`src/olfh_pkg.sv`:
```
// Package for the optical link fault handler: constants, types, fault codes.
// Assumes a single 200 MHz core clock and a synchronous active-low reset.
package olfh_pkg;
    localparam int CLK_MHZ = 200;            // Core clock rate in MHz
    localparam int LINK_TIMEOUT_US = 100;    // Silence allowed on a link, in us
    localparam int LINK_TIMEOUT_CYC = LINK_TIMEOUT_US * CLK_MHZ; // Cycles of silence
    localparam int HEARTBEAT_US = 10;        // Half period of heartbeat, in us
    localparam int HEARTBEAT_CYC = HEARTBEAT_US * CLK_MHZ;        // Cycles per toggle
    localparam int DATA_W = 32;              // Data word width
    localparam int FIFO_DEPTH = 32;          // Words buffered toward the logic module
    localparam int NUM_REMOTE = 5;           // Optical links to remote chassis
    localparam int CNT_W = 24;               // Width of timeout counters
    localparam logic [CNT_W-1:0] CNT_RESET = 24'h000000; // Counter reset value

    // Failure codes shown on the indication board unit, higher is more severe
    typedef enum logic [3:0] {
        OLFH_FC_NONE = 4'h0,
        OLFH_FC_REMOTE_LOSS = 4'h1,
        OLFH_FC_CMD_LOSS = 4'h2,
        OLFH_FC_PARAM_BAD = 4'h3,
        OLFH_FC_CRC_FAIL = 4'h4
    } olfh_fcode_t;

    // One received word with its source and check result
    typedef struct packed {
        logic [DATA_W-1:0] data;
        logic [2:0] link;
        logic crcOk;
        logic last;
    } olfh_word_t;

    // Word forwarded toward the logic module
    typedef struct packed {
        logic [DATA_W-1:0] data;
        logic [2:0] link;
        logic valid;
    } olfh_fwd_t;
endpackage

```
`src/optical_link_fault_handler.sv`:
```
// Fault detection and reaction for the optical communication module.
// Assumes the link receivers deliver words with their CRC result already computed,
// and that link status pins come from outside the core clock domain.
`timescale 1ns/1ps
`default_nettype none
// Contract
// - Failed CRC data is tagged invalid
// - Error state latched until power off or worse
// - Command loss stops fiber and serial output
// - Failure code driven to indication board unit
// - Remote link loss marks its data invalid
// - Lost remote link words forwarded as zero
// - Internal failure stops the heartbeat toggling
// - Bad parameters halt fiber and serial transfer
// - Backplane link: four lines, full duplex (not built in this block)
// - Point-to-point links carry no slot address
module optical_link_fault_handler #(
    parameter int NREM = olfh_pkg::NUM_REMOTE,
    parameter int TIMEOUT_CYC = olfh_pkg::LINK_TIMEOUT_CYC,
    parameter int HB_CYC = olfh_pkg::HEARTBEAT_CYC
) (
    input wire logic core_clk,
    input wire logic nrst,
    input wire olfh_pkg::olfh_word_t cmdWord,
    input wire logic cmdValid,
    input wire olfh_pkg::olfh_word_t remWord,
    input wire logic remValid,
    input wire logic paramBadPin,
    input wire logic internalFailPin,
    output olfh_pkg::olfh_fwd_t toLogic,
    input wire logic toLogicReady,
    output logic fiberTxEnable,
    output logic serialTxEnable,
    output logic rxEnable,
    output logic heartbeat,
    output olfh_pkg::olfh_fcode_t failCode,
    output logic [NREM-1:0] remoteLost,
    output logic cmdLost,
    output logic crcErrPulse,
    output logic remReady
);
    // Complete state of the handler
    typedef struct packed {
        logic [1:0] paramSync;
        logic [1:0] failSync;
        logic [olfh_pkg::CNT_W-1:0] cmdCnt;
        logic [NREM-1:0][olfh_pkg::CNT_W-1:0] remCnt;
        logic cmdLost;
        logic [NREM-1:0] remLost;
        logic [olfh_pkg::CNT_W-1:0] hbCnt;
        logic heartbeat;
        logic hbStopped;
        olfh_pkg::olfh_fcode_t code;
        logic crcErr;
        logic txOn;
        logic rxOn;
        olfh_pkg::olfh_fwd_t out;
        logic outBusy;
        logic remReady;
    } olfh_state_t;

    // Registered state and the value it takes at the next edge
    olfh_state_t st;
    olfh_state_t next_st;

    // FIFO handshake signals
    logic fifoInValid;
    logic fifoInReady;
    logic fifoOutValid;
    logic fifoOutReady;
    logic [olfh_pkg::DATA_W+3:0] fifoInData;
    logic [olfh_pkg::DATA_W+3:0] fifoOutData;
    logic remInRange;

    // Remote word enters the FIFO; data zeroed and invalid if bad or link lost
    // Link numbers past the last remote link are never buffered
    assign remInRange = (32'(remWord.link) < NREM);
    always_comb begin
        fifoInValid = remValid && remInRange && st.rxOn;
        if (!remWord.crcOk || st.remLost[remWord.link]) begin
            fifoInData = {olfh_pkg::DATA_W'(0), remWord.link, 1'b0};
        end else begin
            fifoInData = {remWord.data, remWord.link, 1'b1};
        end
    end

    // Buffer between the optical receivers and the logic module
    olfh_fifo #(
        .WIDTH(olfh_pkg::DATA_W + 4),
        .DEPTH(olfh_pkg::FIFO_DEPTH)
    ) u_fifo (
        .core_clk(core_clk),
        .nrst(nrst),
        .inValid(fifoInValid),
        .inReady(fifoInReady),
        .inData(fifoInData),
        .outValid(fifoOutValid),
        .outReady(fifoOutReady),
        .outData(fifoOutData)
    );

    // Output register takes a word when empty or when the logic module accepts
    assign fifoOutReady = !st.outBusy || toLogicReady;

    // Next-state logic
    always_comb begin
        next_st = st;
        // Status pins from outside pass two flops
        next_st.paramSync = {st.paramSync[0], paramBadPin};
        next_st.failSync = {st.failSync[0], internalFailPin};
        next_st.crcErr = 1'b0;
        next_st.remReady = fifoInReady;

        // Command link timeout; restarts on each good command packet
        // Only a good closing word proves that the command link is alive
        if (cmdValid && cmdWord.crcOk && cmdWord.last) begin
            next_st.cmdCnt = olfh_pkg::CNT_RESET;
        end else if (st.cmdCnt != olfh_pkg::CNT_W'(TIMEOUT_CYC)) begin
            next_st.cmdCnt = st.cmdCnt + 1'b1;
        end else begin
            next_st.cmdLost = 1'b1;
        end

        // Per remote link timeout counters
        for (int i = 0; i < NREM; i++) begin
            if (remValid && remWord.crcOk && remWord.last && 32'(remWord.link) == i) begin
                next_st.remCnt[i] = olfh_pkg::CNT_RESET;
            end else if (st.remCnt[i] != olfh_pkg::CNT_W'(TIMEOUT_CYC)) begin
                next_st.remCnt[i] = st.remCnt[i] + 1'b1;
            end else begin
                next_st.remLost[i] = 1'b1;
            end
        end

        // Any failed check is an internal high-level failure
        // A bad check on either link freezes the heartbeat for good
        if ((cmdValid && !cmdWord.crcOk) || (remValid && !remWord.crcOk)) begin
            next_st.crcErr = 1'b1;
            next_st.hbStopped = 1'b1;
        end
        if (st.failSync[1]) begin
            next_st.hbStopped = 1'b1;
        end

        // Transmit and receive gating
        // Command loss stops transmit only; reception stays open
        if (st.paramSync[1]) begin
            next_st.txOn = 1'b0;
            next_st.rxOn = 1'b0;
        end
        if (st.cmdLost) begin
            next_st.txOn = 1'b0;
        end

        // Latched failure code; only a more severe code replaces it
        // Tested most severe first, so one cycle never raises a weaker code
        if (st.hbStopped && st.code < olfh_pkg::OLFH_FC_CRC_FAIL) begin
            next_st.code = olfh_pkg::OLFH_FC_CRC_FAIL;
        end else if (st.paramSync[1] && st.code < olfh_pkg::OLFH_FC_PARAM_BAD) begin
            next_st.code = olfh_pkg::OLFH_FC_PARAM_BAD;
        end else if (st.cmdLost && st.code < olfh_pkg::OLFH_FC_CMD_LOSS) begin
            next_st.code = olfh_pkg::OLFH_FC_CMD_LOSS;
        end else if ((|st.remLost) && st.code < olfh_pkg::OLFH_FC_REMOTE_LOSS) begin
            next_st.code = olfh_pkg::OLFH_FC_REMOTE_LOSS;
        end

        // Heartbeat toggles until a failure freezes it
        // A frozen heartbeat is what makes the watchdog cut power
        if (!st.hbStopped) begin
            if (st.hbCnt == olfh_pkg::CNT_W'(HB_CYC - 1)) begin
                next_st.hbCnt = olfh_pkg::CNT_RESET;
                next_st.heartbeat = !st.heartbeat;
            end else begin
                next_st.hbCnt = st.hbCnt + 1'b1;
            end
        end

        // Output register toward the logic module; no slot address is carried
        if (fifoOutReady) begin
            next_st.outBusy = fifoOutValid;
            next_st.out.data = fifoOutData[olfh_pkg::DATA_W+3:4];
            next_st.out.link = fifoOutData[3:1];
            next_st.out.valid = fifoOutValid && fifoOutData[0];
        end
        // Zeroing looks at the loss flags of the coming cycle, so a word held
        // for a stalled reader is cleared in the same cycle that its link drops
        if (next_st.remLost[next_st.out.link]) begin
            next_st.out.data = '0;
            next_st.out.valid = 1'b0;
        end
    end

    // State register
    // Enables come up on so that both links run from the first cycle
    always_ff @(posedge core_clk) begin
        if (!nrst) begin
            st <= '0;
            st.txOn <= 1'b1;
            st.rxOn <= 1'b1;
        end else begin
            st <= next_st;
        end
    end

    // Outputs straight from state
    assign toLogic = st.out;
    assign fiberTxEnable = st.txOn;
    assign serialTxEnable = st.txOn;
    assign rxEnable = st.rxOn;
    assign heartbeat = st.heartbeat;
    assign failCode = st.code;
    assign remoteLost = st.remLost;
    assign cmdLost = st.cmdLost;
    assign crcErrPulse = st.crcErr;
    assign remReady = st.remReady;
    // The four-line full-duplex backplane link is outside this block
    // The logic module's safe-state trip on lost response is its own job
endmodule
`default_nettype wire

```
`src/olfh_fifo.sv`:
```
// Synchronous FIFO of flip-flops with valid and ready on both sides.
// Assumes one clock shared with the writer and the reader.
`timescale 1ns/1ps
`default_nettype none
module olfh_fifo #(
    parameter int WIDTH = 36,
    parameter int DEPTH = 32
) (
    input wire logic core_clk,
    input wire logic nrst,
    input wire logic inValid,
    output logic inReady,
    input wire logic [WIDTH-1:0] inData,
    output logic outValid,
    input wire logic outReady,
    output logic [WIDTH-1:0] outData
);
    localparam int AW = $clog2(DEPTH);

    // Complete state of the FIFO
    typedef struct packed {
        logic [DEPTH-1:0][WIDTH-1:0] mem;
        logic [AW-1:0] wr;
        logic [AW-1:0] rd;
        logic [AW:0] count;
    } olfh_fifo_t;

    olfh_fifo_t st;
    olfh_fifo_t next_st;
    logic push;
    logic pop;

    // Handshakes on both sides
    assign inReady = (st.count != (AW+1)'(DEPTH));
    assign outValid = (st.count != '0);
    assign outData = st.mem[st.rd];
    assign push = inValid && inReady;
    assign pop = outValid && outReady;

    // Next-state logic
    always_comb begin
        next_st = st;
        if (push) begin
            next_st.mem[st.wr] = inData;
            next_st.wr = (st.wr == AW'(DEPTH-1)) ? '0 : st.wr + 1'b1;
        end
        if (pop) begin
            next_st.rd = (st.rd == AW'(DEPTH-1)) ? '0 : st.rd + 1'b1;
        end
        next_st.count = st.count + (AW+1)'(push) - (AW+1)'(pop);
    end

    // State register
    always_ff @(posedge core_clk) begin
        if (!nrst) begin
            st <= '0;
        end else begin
            st <= next_st;
        end
    end
endmodule
`default_nettype wire

```
`config.mk`:
```
export PLATFORM = sky130hd
export DESIGN_NAME = optical_link_fault_handler
export DESIGN_NICKNAME = d
export VERILOG_FILES = /design/src/olfh_pkg.sv /design/src/optical_link_fault_handler.sv /design/src/olfh_fifo.sv
export SDC_FILE = /design/constraint.sdc
export NUM_CORES = 2
export LEC_CHECK = 0
export BUFFER_PORTS_ARGS = -buffer_cell sky130_fd_sc_hd__buf_2
export CAP_MARGIN = 10
export CORE_MARGIN = 4
export CORE_UTILIZATION = 50
export DETAILED_ROUTE_END_ITERATION = 8
export GPL_TIMING_DRIVEN = 0
export PLACE_DENSITY = 0.7
export SLEW_MARGIN = 20
export SYNTH_ARGS = -nofsm -noshare
export SYNTH_HDL_FRONTEND = slang
export SYNTH_HIERARCHICAL = 1
export SYNTH_SLANG_ARGS = --single-unit
```
`constraint.sdc`:
```
create_clock -name core_clk -period 3.4 [get_ports core_clk]
set_input_delay 0.34 -clock core_clk [delete_from_list [all_inputs] [get_ports core_clk]]
set_output_delay 0.34 -clock core_clk [all_outputs]
set_load 0.05 [all_outputs]
```
==> results by group <==
Synthesis
  • Syn Std Cell Area: 58800 um2
  • Post-synthesis sequential area ratio: 47.4%
  • Net count after synthesis: 6516
  • Post-synth top flop: dfxtp_1
  • Cells after synthesis: 6405
  • Seq cells post-synth: 1392
  • Synth warnings: 6
  • Async set or reset register ratio after synthesis: 0%
  • Synthesized area per cell: 9.18 um2
  • Post-synth cell types: 72
  • Number of synthesized flops with an enable pin: 0

STA
  • Slack of the critical path: -0.00105 ns
  • Final hold vios: 0
  • Fmax achieved: 294 MHz
  • Final period util: 100%
  • WHS: 0.0824 ns
  • Skew final: 0.0315 ns
  • Fin. max-slew vios: 0
  • Worst Max-Slew Pin Slew: 1.27 ns
  • Rel. slew slack: 15.2%
  • RSZ-0062 raised after global routing: no
  • Final Critical Period: 3.40 ns
  • Final setup viols: 1

GRT
  • First-pass GRT wire length: 301 mm
  • Vias in the first global route: 49374
  • Total grt overflow: 0
  • Largest net degree at the start of global routing: 20
  • GRT Total Usage: 32.2%
  • Initial antenna violation count: 18

Status
  • Failing checks: negative setup slack
  • Status: complete, but fails checks

Clocking
  • H-tree depth: 4
  • CTS tree: done
  • Clock latency on the worst-skew pair: 0.76 ns
  • Clock root buffer: clkbuf_16
  • Clk slew on worst S/H paths: 0.06 ns
  • Clock Tree Buf Depth: 3
  • CTS buffer count: 144
  • Clock sinks: 1392

Floorplanning
  • Core Footprint: 117000 um2
  • IO Count: 133
  • Die ar.: 123000 um2
  • Die W: 351 um
  • Site Rows: 125
  • Initial Util: 50.5%
  • Die Y: 351 um

Setup path
  • Crit Path Category: flip-flop to flip-flop
  • Worst-case reg-to-reg path depth: 12
  • Critical path data required time: 4.03 ns
  • Worst-path maximum fanout: 10
  • Arrival time worst endpoint: 4.03 ns
  • Worst setup SP type: flip-flop
  • Crit end category: flip-flop

Power and ir drop
  • Pwr/cell area: 576 nW/um2
  • Pleak: 22.5 nW
  • VDD IR max: 518 uV

Placed design
  • Final HPWL DP: 158 mm
  • GPL Wtd Cong: 1.02
  • Buffers on Ports: 95
  • Area post-placement: 61200 um2

Min path
  • Hold WC Path Type: input pin to flip-flop
  • WHS Path Cells: 4

Route
  • Routed WL: 204 mm
  • Drt via density: 6.28
  • Post-DRT Antenna Nets: 0
  • Via count: 51890
  • DR iter-0 viols: 6635
  • DRC violation count after routing: 0
  • Routed WL per cell: 24.7 um
  • DRT Pass-1 Iters: 6

Final layout
  • Post-layout instance area: 66500 um2
  • Layout net count: 6744
  • Layout Utilization: 57.1%
  • Synthesis-to-finish area growth: 13.1%
  • Fraction of layout cells with a size suffix above 1: 15.7%

Flow run
  • Max-Cap Viols: 0
through the flow:
| step | TNS [ns] | setup slack [ns] | total power, mW | cells |
|---|---|---|---|---|
| floorplan | 0 | 0.410 | 20.4 | 6405 |
| global placement | -1140.62 | -1.72 | 22.1 | 8024 |
| detailed placement | -157.60 | -1.66 | 22.1 | 8026 |
| CTS | 0 | 0.00249 | 38.1 | 8272 |
| global route | 0 | 0.00448 | 39.2 | 8265 |
| finish | -0.00105 | -0.00105 | 38.3 | 8268 |
synthesized netlist by cell type (17+ instances only):
cell type	number	area, um2
mux2i_1	151	1510
a211oi_1	37	278
nand4_1	43	269
nor4_1	27	169
buf_1	72	270
a31o_2	182	1590
clkbuf_1	418	1570
dfxtp_1	1392	27900
mux4_2	216	4860
o21ai_0	577	2890
a22oi_1	108	811
ha_1	29	363
nor2_1	445	1670
nand2_1	740	2780
a31o_1	70	613
nand4_2	20	250
nand3_1	677	3390
nor3_1	39	195
xor2_1	64	561
o22ai_1	39	244
buf_2	124	621
and4_1	17	149
a32oi_1	33	289
nor4b_1	18	158
buf_4	75	563
o21ai_1	54	270
and3_1	59	369
a21oi_1	358	1790
inv_1	58	218
o221ai_1	36	315
xnor2_1	83	727
placed cells by master (no fill, tap or decap), types with 39 or more instances in the layout:
| cell | n |
|---|---|
| dfxtp_1 | 1392 |
| nand2_1 | 738 |
| nand3_1 | 677 |
| o21ai_0 | 577 |
| nor2_1 | 443 |
| clkbuf_1 | 393 |
| a21oi_1 | 355 |
| mux4_2 | 216 |
| buf_2 | 202 |
| a31o_2 | 182 |
| mux2i_1 | 151 |
| clkbuf_16 | 146 |
| a22oi_1 | 102 |
| xnor2_1 | 83 |
| buf_4 | 83 |
| a31o_1 | 70 |
| buf_1 | 69 |
| xor2_1 | 64 |
| inv_1 | 58 |
| o21ai_1 | 53 |
| nand4_1 | 43 |
| nor3_1 | 39 |
repair_timing:
item,in CTS,in global routing
hold buffers,5,0
setup buffers,13,3
endpoints found under the hold margin,5,0
setup endpoints to repair,442,280
cloned,0,0
resized for setup,89,57
pin swaps,6,6
worst max-delay path, cell delays in order (launching register included):
cell,delay [ns]
dfxtp_1,0.37
buf_6,0.18
buf_12,0.19
buf_12,0.18
mux4_2,0.58
a22oi_2,0.35
a22oi_2,0.25
nor3_1,0.22
a21oi_1,0.11
o21ai_4,0.25
buf_12,0.16
clkbuf_4,0.25
a32oi_1,0.14
registers in the layout, indices dropped and copies added (netlist names):
signal and cells:
cmdLost 1, crcErrPulse 1, failCode 3, fiberTxEnable 1
heartbeat 1, next_st 2, remReady 1, remoteLost 5
rxEnable 1, st 172, toLogic 36, u_fifo/st 1168
final timing paths:
path | slack (ns) | startpoint | end
setup / recovery | -0.001 | u_fifo/st[6] | toLogic[33]
hold / removal | 0.08 | cmdValid | crcErrPulse
setup reg to reg | -0.001 | u_fifo/st[6] | toLogic[33]
hold reg to reg | 0.44 | next_st[224] | st[224]
logic make-up after synthesis:
kind of cell | after synthesis | share of synthesized area, %
AND/OR/NAND/NOR | 2194 | 17.4
AO/OA/AOI/OAI | 1519 | 15.8
flip-flops | 1392 | 47.4
buffers and inverters | 755 | 5.65
multiplexers | 367 | 10.8
XOR/XNOR | 147 | 2.19
adder cells (fa/ha/maj) | 30 | 0.651
other | 1 | 0.00638
metal layers:
metal / vias to the layer above / wire length [um] / share of wire, % / global-route usage, %
met5: - / 61 / 0.030 / 0
met4: 10 / 9570 / 4.7 / 15.2
met3: 538 / 23900 / 12 / 7.58
met2: 2923 / 91900 / 45 / 51.4
met1: 25134 / 78600 / 39 / 41.3
li1: 23285 / - / - / -
report_power, final:
group	switching, mW	internal, mW
registers	0.113	16.4
logic	3.68	1.98
clock network	6.66	9.42
cell type report:
cell class	instances	area, um2
fill	10140	50000
sequential	1392	27900
multi-input combinational	4258	27800
clock buffer	205	4240
buffer	660	3200
tap	1524	1910
timing repair buffer	118	706
clock inverter	46	547
inverter	59	221
antenna	6	15.0
(Power assumes the default switching activity.)
